<file path="src/pkg/fsw_consts.vh">
`ifndef FSW_CONSTS_VH
`define FSW_CONSTS_VH

// status register layout
`define FSW_BIT_BUSY      0
`define FSW_BIT_LATCH     1
`define FSW_BP_LSB        2
`define FSW_BP_MSB        5
`define FSW_BIT_QUAD      6
`define FSW_BIT_WR_DIS    7
`define FSW_STATUS_RESET  8'h00
`define FSW_NV_RESET      6'h00

// opcodes
`define FSW_OP_LATCH_SET  8'h06
`define FSW_OP_LATCH_CLR  8'h04
`define FSW_OP_RDSR       8'h05
`define FSW_OP_RDERP      8'h81
`define FSW_OP_STATUS_WR  8'h01
`define FSW_OP_RSTEN      8'h66
`define FSW_OP_RST        8'h99
`define FSW_OP_SUSP       8'h75
`define FSW_OP_RESUME     8'h7a
`define FSW_OP_CHIP_ERASE_A 8'hc7
`define FSW_OP_CHIP_ERASE_B 8'h60

// framing and timing
`define FSW_BITS_MAX      3'h7
`define FSW_BYTE_ONE      4'h1
`define FSW_BYTE_TWO      4'h2
`define FSW_BYTE_MAX      4'hf
`define FSW_ADDR3         4'h3
`define FSW_ADDR4         4'h4
`define FSW_OP_CYCLES     16'h0100
`define FSW_BLOCKS        10'h200
`endif

</file>
<file path="src/rtl/fsw_status_latch.v">
`timescale 1ns/1ns
`include "fsw_consts.vh"
module fsw_status_latch (
  input  wire       core_clk_in,
  input  wire       rst_n_in,
  input  wire       spi_clk_in,
  input  wire       spi_cs_n_in,
  input  wire       spi_mosi_in,
  input  wire       wp_n_in,
  output reg        spi_miso_out,
  output reg        spi_miso_oe_n_out,
  output reg  [7:0] status_out,
  output reg        quad_lane_enable_out,
  output reg        op_start_out,
  output reg  [7:0] op_code_out
);
  wire [3:0] sync_w;
  wire       sclk_s;
  wire       cs_n_s;
  wire       mosi_s;
  wire       wp_n_s;

  // the SPI and write protect pins cross two flops before use; reset acts directly
  fsw_sync #(
    .WIDTH(4)
  ) u_sync (
    .clk_in   (core_clk_in),
    .rst_n_in (rst_n_in),
    .d_in     ({spi_clk_in, spi_cs_n_in, spi_mosi_in, wp_n_in}),
    .q_out    (sync_w)
  );
  assign sclk_s = sync_w[3];
  assign cs_n_s = sync_w[2];
  assign mosi_s = sync_w[1];
  assign wp_n_s = sync_w[0];

  reg        sclk_prev_q;
  reg        cs_prev_q;
  reg  [2:0] bit_cnt_q;
  reg  [3:0] byte_cnt_q;
  reg  [7:0] rx_sh_q;
  reg  [7:0] opcode_q;
  reg  [31:0] addr_q;
  reg  [7:0] tx_sh_q;
  reg        have_op_q;
  reg  [5:0] nv_q;          // {write disable, quad, protect 3..0}
  reg        latch_q;
  reg        busy_q;
  reg        susp_q;
  reg        pe_op_q;
  reg        rst_armed_q;
  reg  [15:0] op_cnt_q;

  wire sclk_rise = sclk_s & ~sclk_prev_q;
  wire sclk_fall = ~sclk_s & sclk_prev_q;
  wire cs_rise   = cs_n_s & ~cs_prev_q;
  wire selected  = ~cs_n_s;
  wire [7:0] rx_byte = {rx_sh_q[6:0], mosi_s};

  // opcodes that need the write enable latch
  function is_gated;
    input [7:0] op;
    begin
      case (op)
        8'h02, 8'h12, 8'h32, 8'h38, 8'h34, 8'h3e, 8'hd7, 8'h20, 8'h21,
        8'h52, 8'h5c, 8'hd8, 8'hdc, 8'hc7, 8'h60, 8'h01, 8'h42, 8'h65,
        8'h85, 8'h83, 8'h64, 8'h62, 8'h15, 8'h18, 8'hfb,
        8'he1, 8'hfd, 8'he3, 8'he4, 8'h2f, 8'ha6, 8'h91, 8'h7e, 8'h98,
        8'he8, 8'h43, 8'h4a: is_gated = 1'b1;
        default:             is_gated = 1'b0;
      endcase
    end
  endfunction

  // program and erase opcodes that carry an array address
  function [3:0] addr_bytes;
    input [7:0] op;
    begin
      case (op)
        8'h02, 8'h32, 8'h38, 8'hd7, 8'h20, 8'h52, 8'hd8: addr_bytes = `FSW_ADDR3;
        8'h12, 8'h34, 8'h3e, 8'h21, 8'h5c, 8'hdc:        addr_bytes = `FSW_ADDR4;
        default:                                        addr_bytes = 4'h0;
      endcase
    end
  endfunction

  // lowest protected 64KB block for a pattern, top area
  function [9:0] prot_floor;
    input [3:0] bp;
    begin
      case (bp)
        4'h0:    prot_floor = `FSW_BLOCKS;
        4'h1:    prot_floor = 10'h1ff;
        4'h2:    prot_floor = 10'h1fe;
        4'h3:    prot_floor = 10'h1fc;
        4'h4:    prot_floor = 10'h1f8;
        4'h5:    prot_floor = 10'h1f0;
        4'h6:    prot_floor = 10'h1e0;
        4'h7:    prot_floor = 10'h1c0;
        4'h8:    prot_floor = 10'h180;
        4'h9:    prot_floor = 10'h100;
        4'ha:    prot_floor = 10'h080;
        4'hb:    prot_floor = 10'h040;
        4'hc:    prot_floor = 10'h020;
        4'hd:    prot_floor = 10'h010;
        4'he:    prot_floor = 10'h008;
        default: prot_floor = 10'h000;
      endcase
    end
  endfunction

  // decisions taken when the frame closes
  wire [3:0] bp       = nv_q[`FSW_BP_MSB-`FSW_BP_LSB:0];
  wire       quad_en  = nv_q[`FSW_BIT_QUAD-`FSW_BP_LSB];
  wire       wr_dis   = nv_q[`FSW_BIT_WR_DIS-`FSW_BP_LSB];
  wire [3:0] naddr    = addr_bytes(opcode_q);
  wire       is_addr  = (naddr != 4'h0);
  wire       is_chip  = (opcode_q == `FSW_OP_CHIP_ERASE_A) | (opcode_q == `FSW_OP_CHIP_ERASE_B);
  wire [9:0] blk      = (naddr == `FSW_ADDR4) ? {1'b0, addr_q[24:16]} : {2'b00, addr_q[23:16]};
  wire       frame_ok = cs_rise & have_op_q & (bit_cnt_q == 3'h0);
  // pin is a data lane under quad enable
  wire       wp_low   = ~quad_en & ~wp_n_s;
  wire       prot_hit = (is_addr & (blk >= prot_floor(bp))) | (is_chip & (bp != 4'h0));
  // hardware protection of the status register
  wire       sr_lock  = (opcode_q == `FSW_OP_STATUS_WR) & wr_dis & wp_low;
  wire       enough   = is_addr ? (byte_cnt_q > naddr) :
                        (opcode_q == `FSW_OP_STATUS_WR) ? (byte_cnt_q >= `FSW_BYTE_TWO) : 1'b1;
  wire       start_op = frame_ok & ~busy_q & is_gated(opcode_q) & latch_q & enough & ~prot_hit & ~sr_lock;
  wire       do_reset = frame_ok & (opcode_q == `FSW_OP_RST) & rst_armed_q;
  // suspend only breaks a program or erase
  wire       do_susp  = frame_ok & busy_q & pe_op_q & (opcode_q == `FSW_OP_SUSP);
  wire       do_res   = frame_ok & ~busy_q & susp_q & (opcode_q == `FSW_OP_RESUME);
  wire       op_done  = busy_q & (op_cnt_q == 16'h0000);
  // bit placement of the status byte
  wire [7:0] status_w = {nv_q, latch_q, busy_q};

  // edge history of the synchronised pins
  always @(posedge core_clk_in or negedge rst_n_in) begin
    if (!rst_n_in) begin
      sclk_prev_q <= 1'b1;              // matches the synchroniser reset, no false edge
      cs_prev_q   <= 1'b1;
    end else begin
      sclk_prev_q <= sclk_s;
      cs_prev_q   <= cs_n_s;
    end
  end

  // input framing: bytes counted on rising clock edges
  always @(posedge core_clk_in or negedge rst_n_in) begin
    if (!rst_n_in) begin
      bit_cnt_q  <= 3'h0;
      byte_cnt_q <= 4'h0;
      rx_sh_q    <= 8'h00;
      opcode_q   <= 8'h00;
      addr_q     <= 32'h0000_0000;
      have_op_q  <= 1'b0;
    end else if (!selected) begin
      bit_cnt_q  <= 3'h0;
      byte_cnt_q <= 4'h0;
      have_op_q  <= 1'b0;
    end else if (sclk_rise) begin
      rx_sh_q   <= rx_byte;
      bit_cnt_q <= bit_cnt_q + 3'h1;
      if (bit_cnt_q == `FSW_BITS_MAX) begin
        if (byte_cnt_q != `FSW_BYTE_MAX)
          byte_cnt_q <= byte_cnt_q + 4'h1;
        if (byte_cnt_q == 4'h0) begin
          opcode_q  <= rx_byte;
          have_op_q <= 1'b1;
          addr_q    <= 32'h0000_0000;
        end else if (byte_cnt_q <= addr_bytes(opcode_q) || byte_cnt_q == `FSW_BYTE_ONE) begin
          // address bytes, or the data byte of a status write
          addr_q <= {addr_q[23:0], rx_byte};
        end
      end
    end
  end

  // status read repeats until deselect, busy or not
  always @(posedge core_clk_in or negedge rst_n_in) begin
    if (!rst_n_in) begin
      tx_sh_q           <= 8'h00;
      spi_miso_out      <= 1'b0;
      spi_miso_oe_n_out <= 1'b1;
    end else if (!selected) begin
      spi_miso_oe_n_out <= 1'b1;
    end else if (sclk_fall && have_op_q &&
                 (opcode_q == `FSW_OP_RDSR || opcode_q == `FSW_OP_RDERP)) begin
      spi_miso_oe_n_out <= 1'b0;
      if (bit_cnt_q == 3'h0) begin
        // reload each byte so the live busy flag is seen
        tx_sh_q      <= (opcode_q == `FSW_OP_RDSR) ? {status_w[6:0], 1'b0} : 8'h00;
        spi_miso_out <= (opcode_q == `FSW_OP_RDSR) ? status_w[`FSW_BIT_WR_DIS] : 1'b0;
      end else begin
        tx_sh_q      <= {tx_sh_q[6:0], 1'b0};
        spi_miso_out <= tx_sh_q[7];
      end
    end
  end

  // nonvolatile bits, written only by status write
  always @(posedge core_clk_in or negedge rst_n_in) begin
    if (!rst_n_in) begin
      nv_q <= `FSW_NV_RESET;
    end else if (start_op && opcode_q == `FSW_OP_STATUS_WR) begin
      nv_q <= addr_q[7:2];
    end
  end

  // write enable latch
  always @(posedge core_clk_in or negedge rst_n_in) begin
    if (!rst_n_in) begin
      latch_q <= 1'b0;
    end else if (do_reset || (op_done && !susp_q)) begin
      // latch drops when the write completes
      latch_q <= 1'b0;
    end else if (frame_ok && !busy_q && opcode_q == `FSW_OP_LATCH_SET) begin
      latch_q <= 1'b1;
    end else if (frame_ok && !busy_q && opcode_q == `FSW_OP_LATCH_CLR) begin
      latch_q <= 1'b0;
    end
  end

  // busy timer; while busy only status reads, suspend and reset are acted on
  always @(posedge core_clk_in or negedge rst_n_in) begin
    if (!rst_n_in) begin
      busy_q      <= 1'b0;
      susp_q      <= 1'b0;
      pe_op_q     <= 1'b0;
      rst_armed_q <= 1'b0;
      op_cnt_q    <= 16'h0000;
    end else begin
      if (frame_ok)
        rst_armed_q <= (opcode_q == `FSW_OP_RSTEN);
      if (do_reset) begin
        busy_q  <= 1'b0;
        susp_q  <= 1'b0;
        pe_op_q <= 1'b0;
      end else if (start_op) begin
        busy_q   <= 1'b1;
        pe_op_q  <= is_addr | is_chip;
        op_cnt_q <= `FSW_OP_CYCLES;
      end else if (do_susp) begin
        // counter is held so resume finishes the remainder
        busy_q <= 1'b0;
        susp_q <= 1'b1;
      end else if (do_res) begin
        busy_q <= 1'b1;
        susp_q <= 1'b0;
      end else if (op_done) begin
        busy_q  <= 1'b0;
        pe_op_q <= 1'b0;
      end else if (busy_q) begin
        op_cnt_q <= op_cnt_q - 16'h0001;
      end
    end
  end

  // registered outputs toward the array and the pads
  always @(posedge core_clk_in or negedge rst_n_in) begin
    if (!rst_n_in) begin
      status_out           <= `FSW_STATUS_RESET;
      quad_lane_enable_out <= 1'b0;
      op_start_out         <= 1'b0;
      op_code_out          <= 8'h00;
    end else begin
      status_out           <= status_w;
      // pattern and lane mode drive the array and pads
      quad_lane_enable_out <= quad_en;
      op_start_out         <= start_op;
      if (start_op)
        op_code_out <= opcode_q;
    end
  end
endmodule

</file>
<file path="src/rtl/fsw_sync.v">
`timescale 1ns/1ns
`include "fsw_consts.vh"
module fsw_sync #(
  parameter WIDTH = 1
) (
  input  wire             clk_in,
  input  wire             rst_n_in,
  input  wire [WIDTH-1:0] d_in,
  output wire [WIDTH-1:0] q_out
);
  reg [WIDTH-1:0] meta_q;
  reg [WIDTH-1:0] sync_q;

  // two stages; only the second is visible outside
  always @(posedge clk_in or negedge rst_n_in) begin
    if (!rst_n_in) begin
      meta_q <= {WIDTH{1'b1}};
      sync_q <= {WIDTH{1'b1}};
    end else begin
      meta_q <= d_in;
      sync_q <= meta_q;
    end
  end

  assign q_out = sync_q;
endmodule

</file>
<file path="config.mk">
export PLATFORM = sky130hd
export DESIGN_NAME = fsw_status_latch
export DESIGN_NICKNAME = d
export VERILOG_FILES = /design/src/rtl/fsw_status_latch.v /design/src/rtl/fsw_sync.v
export VERILOG_INCLUDE_DIRS = /design/src /design/src/pkg
export SDC_FILE = /design/constraint.sdc
export NUM_CORES = 1
export LEC_CHECK = 0
export BUFFER_PORTS_ARGS = -buffer_cell sky130_fd_sc_hd__buf_2
export CAP_MARGIN = 20
export CORE_MARGIN = 4
export CORE_UTILIZATION = 56
export CTS_CLUSTER_DIAMETER = 50
export DETAILED_ROUTE_END_ITERATION = 12
export PLACE_DENSITY = 0.76
export REMOVE_ABC_BUFFERS = 1
export SLEW_MARGIN = 20
export SYNTH_ARGS = -nofsm -noshare
export SYNTH_HDL_FRONTEND = slang
export SYNTH_SLANG_ARGS = --single-unit
</file>
<file path="constraint.sdc">
create_clock -name core_clk_in -period 3.06 [get_ports core_clk_in]
set_clock_uncertainty 0.15 [all_clocks]
set_input_delay 0.459 -clock core_clk_in [delete_from_list [all_inputs] [get_ports core_clk_in]]
set_output_delay 0.459 -clock core_clk_in [all_outputs]
set_load 0.01 [all_outputs]
</file>
==> impl_metrics.toml, run 1 <==
[drt]
via_count = 4734
drc = 0
wl_per_cell_um = 17.52
postRouteAntennaNets = 0
vias_per_cell = 5.881
first_pass_iters = 7
routed_wl_um = 14100
drt_iter0_drc = 249

[flow_run]
max_cap_viol_count = 0

[grt]
grt_first_pass_wirelength_um = 22740
grt_remaining_overflow = 0
antenna_found_initial = 0
gr-usage-all-layers = 0.2423
grt_max_degree = 71
grt_pass1_vias = 4700

[synth]
dominantRegCellSynth = "dfrtp_1"
avgSynthCellArea_um2 = 9.836
yosys.area.top_type = "dfrtp_1"
ys_ff_latch = 111
postSynthCellCount = 584
ys_async_sr_fraction = 1.000
synth.area.top_cells = "dfrtp_1, nand2_1, ha_1"
synthesis.area_um2 = 5744
synth_edf_count = 0
ys_types = 61
synth_top_area_frac = 0.4356
seq_area_frac_synth = 0.4860
synth_warnings = 0

[critical_path]
cp.required_ns = 3.20
crit_type = "reg2reg"
worstPathMaxFanout = 6
cp-start-kind = "flop"
critPathCaptureType = "flop"
worstPathArrival_ns = 3.35

[pwr]
p_total_mw = 2.638
pwr_density_cell_nw_per_um2 = 361.8
peakVddDrop_mv = 0.3309
static-leakage-power_nw = 3.214

[layout]
final_nets = 699
drive_gt1_frac = 0.3363
antennaDiodeCount = 0
area_delta_synth_final_pct = 26.94
final_core_util = 0.7392

[placed_design]
dp_hpwl_um = 8511
dpl_worst_slack_ns = -0.2568
io_buffers = 25
place.gp.congestion = 0.9040

[timing]
min_period_ns = 3.210
fmax_mhz = 311.5
finalSetupTns_ns = -3.058
hold_viol = 0
relSlewSlack = 0.5337
slew_violations = 0
rsz0062_at_grt = "true"
fin_crit_sh = 1.049
tightest_slew_ns = 0.6973
setup_violations = 48
worst_slack_ns = -0.1499

[die]
row_count = 36
die_h_um = 109.3
design.core.area_um2 = 9864
die_x_um = 109.3
start_util = 0.5823
dieArea_um2 = 11940
io_pins = 26

[clock_network]
cts.htree.levels = 3
clkSlewWorstSetupHoldPaths_ns = 0.10
cts_tree = "done"
cts_buffers = 9
worstSkewPairLatency_ns = 0.39
cts_buffer_depth = 2
cts_sinks = 111
cts_root_buf = "clkbuf_8"

[outcome]
violations = "negative setup slack"
status = "finished with violations"

[worst_hold_path]
hold_path_class = "reg2reg"
[registers in the layout (all words and copies together) (netlist names), 3 cells and up]
signal         flops
addr_q            25
bit_cnt_q          3
byte_cnt_q         4
nv_q               6
op_cnt_q          16
op_code_out        8
opcode_q           8
rx_sh_q            7
status_out         8
tx_sh_q            7
u_sync.meta_q      4
u_sync.q_out       4
[worst max-delay path, cell delays in order (launching register included)]
cell	delay, ns
dfrtp_2	0.45
buf_6	0.14
or4bb_1	0.53
nand3_2	0.10
a31oi_4	0.09
buf_4	0.17
ha_4	0.28
o21ai_2	0.05
a32oi_2	0.23
buf_4	0.16
o21ai_2	0.05
nand4b_1	0.19
buf_6	0.21
clkbuf_16	0.16
nand2_1	0.05
o21ai_0	0.11
[power by group]
| part | total (mW) | internal, mW | switching (mW) |
|---|---|---|---|
| sequential | 1.57 | 1.52 | 0.0509 |
| combinational | 0.0960 | 0.0467 | 0.0493 |
| clock | 0.974 | 0.485 | 0.489 |
| total | 2.64 | 2.05 | 0.589 |
[cell usage in the layout, fill, tap and decap left out, types with 4 or more instances in the layout]
| master | netlist | layout |
|---|---|---|
| dfrtp_1 | 100 | 95 |
| nand2_1 | 92 | 89 |
| buf_4 | 2 | 60 |
| o21ai_0 | 49 | 37 |
| nor2_1 | 42 | 27 |
| buf_2 | 13 | 24 |
| ha_1 | 26 | 22 |
| mux2_2 | 28 | 20 |
| inv_1 | 20 | 16 |
| xor2_1 | 15 | 15 |
| nand2b_1 | 15 | 14 |
| nor3_1 | 14 | 14 |
| nor2_4 | 0 | 12 |
| dfstp_2 | 11 | 11 |
| a21oi_1 | 12 | 10 |
| clkbuf_8 | 0 | 10 |
| nor4_1 | 9 | 9 |
| buf_6 | 2 | 9 |
| nand3b_1 | 8 | 8 |
| mux2_4 | 0 | 8 |
| o21ai_2 | 0 | 7 |
| nand3_1 | 8 | 7 |
| a22oi_1 | 7 | 7 |
| a31oi_1 | 7 | 6 |
| o21ai_1 | 1 | 6 |
| or3_1 | 5 | 5 |
| or4_1 | 6 | 5 |
| dlygate4sd3_1 | 0 | 5 |
| dfrtp_2 | 0 | 5 |
| buf_12 | 0 | 5 |
| nand4_1 | 4 | 4 |
| nor2b_1 | 6 | 4 |
| inv_2 | 0 | 4 |
| xnor2_1 | 4 | 4 |
| nor4b_1 | 6 | 4 |
| clkbuf_16 | 0 | 4 |
[synthesized netlist by cell type (3+ instances only)]
library cell and count:
dfrtp_1 100, nand2_1 92, o21ai_0 49, nor2_1 42
mux2_2 28, ha_1 26, clkbuf_1 20, inv_1 20
nand2b_1 15, xor2_1 15, nor3_1 14, buf_2 13
a21oi_1 12, dfstp_2 11, nor4_1 9, nand3_1 8
nand3b_1 8, a22oi_1 7, a31oi_1 7, nor2b_1 6
nor4b_1 6, or4_1 6, or3_1 5, nand4_1 4
xnor2_1 4, a211oi_1 3, mux2i_1 3, nand4b_1 3
nor3b_1 3
[kinds of logic (layout without fill, tap and decap cells)]
logic type | Yosys count | in the layout | share of synthesized area
simple gates | 239 | 239 | 0.2159
compound gates | 100 | 100 | 0.1078
buf+inv | 58 | 146 | 0.04465
flops | 111 | 111 | 0.4860
xor+xnor | 19 | 19 | 0.02897
mux | 31 | 31 | 0.06012
fa+ha+maj | 26 | 26 | 0.05663
[area by class of cell]
| class | count | area, µm² |
|---|---|---|
| Clock buffer | 13 | 148.9 |
| Inverter | 20 | 75.07 |
| Tap cell | 133 | 166.4 |
| Sequential cell | 111 | 2798 |
| Clock inverter | 3 | 67.56 |
| Multi-Input combinational cell | 415 | 3052 |
| Fill cell | 646 | 2572 |
| Timing Repair Buffer | 110 | 984.7 |
[per-stage QoR]
| stage | hold slack (ns) | cell area (µm²) | std cells |
|---|---|---|---|
| floorplan | 0.01341 | 5563 | 546 |
| global placement | 0.1963 | 6337 | 763 |
| detailed placement | 0.1968 | 6337 | 763 |
| CTS | 0.004529 | 7030 | 800 |
| global route | 0.2152 | 7292 | 805 |
| finish | 0.2098 | 7292 | 805 |
[routing by layer]
layer | global-route usage | vias to the layer above | share of wire
li1 | - | 2203 | -
met1 | 0.3223 | 2343 | 0.44
met2 | 0.4000 | 143 | 0.49
met3 | 0.04440 | 45 | 0.049
met4 | 0.08459 | 0 | 0.028
met5 | 0 | - | 0
[repair_timing]
| item | in CTS | in global routing |
|---|---|---|
| setup buffers | 12 | 4 |
| hold buffers | 4 | 1 |
| gates resized for setup | 55 | 62 |
| pin swaps | 22 | 22 |
| setup endpoints to repair | 52 | 52 |
| hold endpoints to repair | 39 | 1 |
| cloned | 5 | 4 |
[final timing paths]
kind / depth (start not counted) / to / slack (ns) / start
max in group asynchronous: 3 / u_sync.meta_q[1]$_DFF_PN1_ / 1.52 / rst_n_in
max reg2reg: 15 / addr_q[13]$_DFFE_PN0P_ / -0.15 / opcode_q[3]$_DFFE_PN0P_
min in group asynchronous: 2 / op_cnt_q[15]$_DFFE_PN0P_ / 0.43 / rst_n_in
min: 0 / u_sync.q_out[1]$_DFF_PN1_ / 0.21 / u_sync.meta_q[1]$_DFF_PN1_
max: 15 / addr_q[13]$_DFFE_PN0P_ / -0.15 / opcode_q[3]$_DFFE_PN0P_
min reg2reg: 0 / u_sync.q_out[1]$_DFF_PN1_ / 0.21 / u_sync.meta_q[1]$_DFF_PN1_
Note: power is estimated with default switching activity, not from simulation.
==> run 2, diff against run 1 <==
ABC_AREA = 1   (was unset)
==> impl_metrics.toml, run 2 <==
[drt]
vias_per_cell = 5.335
first_pass_iters = 7
routed_wl_um = 12560
wl_per_cell_um = 14.16
postRouteAntennaNets = 0
drc = 0
drt_iter0_drc = 323
via_count = 4732

[clock_network]
cts_buffers = 9
cts_tree = "done"
cts_buffer_depth = 2
cts_sinks = 111
cts_root_buf = "clkbuf_8"
worstSkewPairLatency_ns = 0.39
cts.htree.levels = 3
clkSlewWorstSetupHoldPaths_ns = 0.10

[die]
die_x_um = 109.3
row_count = 36
io_pins = 26
dieArea_um2 = 11940
start_util = 0.5822
die_h_um = 109.3
design.core.area_um2 = 9864

[layout]
largest_registers = "addr_q: 25 flops, op_cnt_q: 16 flops"
multi_input_area_um2 = 2584
final_cell_mix = "nand2_1, dfrtp_1, nor2_1"
finalInstanceArea_um2 = 6364
final_common_cell = "nand2_1"
top_register = "addr_q"
antennaDiodeCount = 0
regArea_um2 = 2796
final_nets = 781
area_delta_synth_final_pct = 10.81
nFillCells = 861
drive_gt1_frac = 0.1419
largest_register_ffs = 25

[critical_path]
worstPathArrival_ns = 3.02
critical-path-max-stage-delay_ns = 0.35
crit_type = "reg2reg"
cp_slowest_cell = "dfrtp_1"
cp.required_ns = 3.19
cp-start-kind = "flop"
cp_cell_sequence = "inv_1 -> ha_1 -> a21oi_2 -> inv_1 -> a21oi_1 -> a31oi_1 -> ha_1 -> nand2_1 -> nor2_1 -> o21ai_0 -> nand3_1 -> nand2_1 -> nand3_2 -> a21oi_4 -> buf_4 -> nand3_2 -> nand2_1 -> nand2_1"
critPathCaptureType = "flop"
worstPathMaxFanout = 7
crit_path_frequent_cell = "nand2_1"

[pwr]
p_int_mw = 1.926
pwr_density_cell_nw_per_um2 = 394.7
p_comb_frac = 0.041
static-leakage-power_nw = 3.251
peakVddDrop_mv = 0.4880
switching_share = 0.2332
clkPwrFrac = 0.352
p_sw_uw = 585.7
p_total_mw = 2.512
seqPwrFrac = 0.607

[placed_design]
placed_cell_area_um2 = 6065
io_buffers = 25
dp_hpwl_um = 9160
place.gp.congestion = 0.9297
dpl_worst_slack_ns = 0.009713

[timing]
worst_slack_ns = 0.1735
holdWs_ns = 0.2106
min_period_ns = 2.886
hold_viol = 0
slew_violations = 0
finalSetupTns_ns = 0
fmax_mhz = 346.4
tightest_slew_ns = 0.7570
setup_violations = 0
rsz0062_at_grt = "false"
fin_crit_sh = 0.9433
relSlewSlack = 0.4941

[synth]
dominantRegCellSynth = "dfrtp_1"
synthTopCellsByCount = "nand2_1, dfrtp_1, nor2_1, inv_1, o21ai_0"
yosysMostFrequentCell = "nand2_1"
ys_async_sr_fraction = 1.000
synth.area.top_cells = "dfrtp_1, nand2_1, o21ai_0"
postSynthCellCount = 711
avgSynthCellArea_um2 = 8.077
synth_edf_count = 0
ys_types = 37
synth_top_area_frac = 0.4357
synth_warnings = 0
synthesis.area_um2 = 5743
seq_area_frac_synth = 0.4861
yosys.area.top_type = "dfrtp_1"
ys_ff_latch = 111

[grt]
antenna_found_initial = 0
grt_max_degree = 81
gr-usage-all-layers = 0.2281
grt_pass1_vias = 4566
grt_remaining_overflow = 0
grt_first_pass_wirelength_um = 21340

[outcome]
status = "complete, no violations"

[flow_run]
max_cap_viol_count = 0

[worst_hold_path]
hold_path_class = "reg2reg"
## run 2: path summary, 6_finish.rpt
path / start / end / slack (ns) / cells past startpoint
min: u_sync.meta_q[2]$_DFF_PN1_ / u_sync.q_out[2]$_DFF_PN1_ / 0.21 / 0
max reg2reg: nv_q[0]$_DFFE_PN0P_ / nv_q[0]$_DFFE_PN0P_ / 0.17 / 18
min in group asynchronous: rst_n_in / op_cnt_q[0]$_DFFE_PN0P_ / 0.39 / 2
max in group asynchronous: rst_n_in / opcode_q[1]$_DFFE_PN0P_ / 1.59 / 3
max: nv_q[0]$_DFFE_PN0P_ / nv_q[0]$_DFFE_PN0P_ / 0.17 / 18
min reg2reg: u_sync.meta_q[2]$_DFF_PN1_ / u_sync.q_out[2]$_DFF_PN1_ / 0.21 / 0
## run 2: power groups by stage
| stage | Clock [mW] | Sequential [mW] | Combinational (mW) |
|---|---|---|---|
| after floorplan | 0 | 1.55 | 0.0469 |
| after global placement | 0 | 1.55 | 0.0968 |
| after detailed placement | 0 | 1.55 | 0.102 |
| after CTS | 0.910 | 1.52 | 0.107 |
| after global routing | 0.966 | 1.53 | 0.123 |
| final | 0.885 | 1.52 | 0.103 |
## run 2: metal layers
layer / GRT usage / vias up / wire length (µm) / share of wire
li1: - / 2363 / - / -
met1: 0.3026 / 2243 / 5809 / 0.46
met2: 0.3741 / 111 / 5943 / 0.47
met3: 0.05388 / 15 / 616 / 0.049
met4: 0.06679 / 0 / 190 / 0.015
met5: 0 / - / 0 / 0
## run 2: final cells by class
type	count	area share
Timing Repair Buffer	44	0.04837
Sequential cell	111	0.4394
Tap cell	133	0.02615
Clock buffer	10	0.02163
Clock inverter	6	0.009438
Multi-Input combinational cell	500	0.4060
Inverter	83	0.04896
## run 2: repair_timing
item / CTS / global route
hold buffers: 5 / 0
pin swaps: 0 / 1
setup endpoints to repair: 1 / 28
gates resized for setup: 1 / 13
buffers inserted: 0 / 1
endpoints found under the hold margin: 31 / 0
## run 2: worst max-delay path, delay by kind of cell, from the launching register on
| family | cells | cell delay (ns) |
|---|---|---|
| AO/OA/AOI/OAI | 5 | 0.60 |
| adder cells (fa/ha/maj) | 2 | 0.54 |
| flip-flops | 1 | 0.35 |
| AND/OR/NAND/NOR | 8 | 0.77 |
| buffers and inverters | 3 | 0.34 |
## run 2: kinds of logic (layout without fill, tap and decap cells)
logic type	count (synthesis)	count (layout)	synth area share
buffers and inverters	100	143	0.07080
AO/OA/AOI/OAI	112	112	0.1044
AND/OR/NAND/NOR	354	354	0.2699
XOR/XNOR	8	8	0.01220
flip-flops	111	111	0.4861
adder cells (fa/ha/maj)	26	26	0.05664
## run 2: metrics by stage
step | instances | util
2_1_floorplan | 694 | -
3_3_place_gp | 865 | 0.6148
3_5_place_dp | 865 | 0.6148
4_1_cts | 886 | 0.6402
5_1_grt | 887 | 0.6451
6_report | 887 | 0.6451
==> run 3, diff against run 2 <==
RECOVER_POWER = 50   (was unset)
==> impl_metrics.toml, run 3 (same netlist as run 2, synthesis figures left out) <==
[clock_network]
cts_buffer_depth = 2
cts_root_buf = "clkbuf_8"
cts_sinks = 111
cts_tree = "done"
cts_buffers = 9
clkSlewWorstSetupHoldPaths_ns = 0.10
worstSkewPairLatency_ns = 0.39
cts.htree.levels = 3

[pwr]
static-leakage-power_nw = 3.159
pwr_density_cell_nw_per_um2 = 396.1
peakVddDrop_mv = 0.4898

[critical_path]
worstPathArrival_ns = 3.02
critPathCaptureType = "flop"
crit_type = "reg2reg"
reg2reg_to = "nv_q[0]$_DFFE_PN0P_"
cp-start-kind = "flop"
cp.required_ns = 3.20
worstPathMaxFanout = 7
rr_startpoint = "nv_q[0]$_DFFE_PN0P_"
rr_worst_depth = 18
reg2reg_slack_ns = 0.18

[drt]
routed_wl_um = 12530
vias_per_cell = 5.334
postRouteAntennaNets = 0
drt_iter0_drc = 335
wl_per_cell_um = 14.12
drc = 0
via_count = 4731
first_pass_iters = 5

[worst_hold_path]
holdPathEnd = "u_sync.q_out[0]$_DFF_PN1_"
holdPathStages = 0
hold_path_class = "reg2reg"
min_from = "u_sync.meta_q[0]$_DFF_PN1_"

[timing]
relSlewSlack = -0.1522
rsz0062_at_grt = "false"
fin_crit_sh = 0.9412
hold_viol = 0
fmax_mhz = 347.2
slew_violations = 32
holdWs_ns = 0.2105
tightest_slew_ns = 1.728
min_period_ns = 2.880
finalSetupTns_ns = 0
setup_violations = 0

[die]
design.core.area_um2 = 9864
io_pins = 26
dieArea_um2 = 11940
die_h_um = 109.3
start_util = 0.5822
die_x_um = 109.3
row_count = 36

[outcome]
violations = "max-capacitance violations, max-slew violations"
status = "finished with violations"

[placed_design]
io_buffers = 25
place.gp.congestion = 0.9297
dp_hpwl_um = 9160

[grt]
grt_remaining_overflow = 0
grt_max_degree = 81
grt_pass1_vias = 4566
antenna_found_initial = 0
gr-usage-all-layers = 0.2281
grt_first_pass_wirelength_um = 21340

[layout]
final_nets = 781
area_delta_synth_final_pct = 10.26
largest_registers = "addr_q: 25 flops, op_cnt_q: 16 flops"
final_cell_mix = "nand2_1, dfrtp_1, nor2_1"
drive_gt1_frac = 0.1114
largest_register_ffs = 25
top_register = "addr_q"
final_common_cell = "nand2_1"
antennaDiodeCount = 0

[flow_run]
max_cap_viol_count = 1
run 3: cell types whose count changed in the layout (fill, tap and decap cells not counted), sizes merged:
cell and delta:
clkbuf +21, buf -21
run 3: worst max-delay path by stage:
stage,cells after the start,start,slack (ns),endpoint
floorplan,16,opcode_q[1]$_DFFE_PN0P_,0.1,addr_q[16]$_DFFE_PN0P_
global placement,18,opcode_q[2]$_DFFE_PN0P_,0.002,nv_q[0]$_DFFE_PN0P_
detailed placement,18,opcode_q[2]$_DFFE_PN0P_,0.01,nv_q[0]$_DFFE_PN0P_
CTS,18,nv_q[0]$_DFFE_PN0P_,0.03,nv_q[0]$_DFFE_PN0P_
global route,18,opcode_q[5]$_DFFE_PN0P_,0.003,nv_q[5]$_DFFE_PN0P_
finish,18,nv_q[0]$_DFFE_PN0P_,0.18,nv_q[0]$_DFFE_PN0P_
run 3: worst max-delay path, stage by stage, from the launching register on:
cell and delay, ns:
dfrtp_1 0.35, inv_1 0.09, ha_1 0.24, a21oi_2 0.17, inv_1 0.09, a21oi_1 0.13, a31oi_1 0.06, ha_1 0.30
nand2_1 0.09, nor2_1 0.06, o21ai_0 0.07, nand3_1 0.11, nand2_1 0.11, nand3_2 0.12, a21oi_4 0.17, buf_4 0.18
nand3_2 0.13, nand2_1 0.09, nand2_1 0.06
run 3: final cells by class:
class | count | area (µm²)
inverters | 83 | 311.5
clock inverters | 6 | 60.06
clock buffers | 10 | 137.6
repair buffers | 44 | 276.5
well taps | 133 | 166.4
fillers | 873 | 3532
multi-input cells | 500 | 2584
flip-flops and latches | 111 | 2796
run 3: per-layer routing:
metal	track usage	vias up	share of wire
met5	0	-	0
met4	0.06679	0	0.017
met3	0.05388	17	0.051
met2	0.3741	114	0.47
met1	0.3026	2244	0.46
li1	-	2356	-
run 3: timing repair:
action,in CTS,in global routing
hold buffers,5,0
endpoints found under the hold margin,31,0
gates resized for setup,1,13
setup buffers,0,1
pin swaps,0,1
endpoints found under the setup margin,1,28
run 3: per-stage QoR:
stage / power (mW) / setup slack (ns) / utilization / instances / area (µm²)
final: 2.509 / 0.1800 / 0.6419 / 887 / 6332
after global routing: 2.616 / 0.002728 / 0.6419 / 887 / 6332
after CTS: 2.542 / 0.02518 / 0.6402 / 886 / 6315
after detailed placement: 1.655 / 0.009713 / 0.6148 / 865 / 6065
after global placement: 1.648 / 0.001812 / 0.6148 / 865 / 6065
after floorplan: 1.593 / 0.09749 / - / 694 / 5648
run 3: where the power goes:
group | internal [mW] | leakage, nW | total [mW] | switching (mW)
combinational | 0.0279 | 1.56 | 0.102 | 0.0740
clock | 0.396 | 0.0981 | 0.883 | 0.487
sequential | 1.50 | 1.50 | 1.52 | 0.0231
total | 1.92 | 3.16 | 2.51 | 0.584
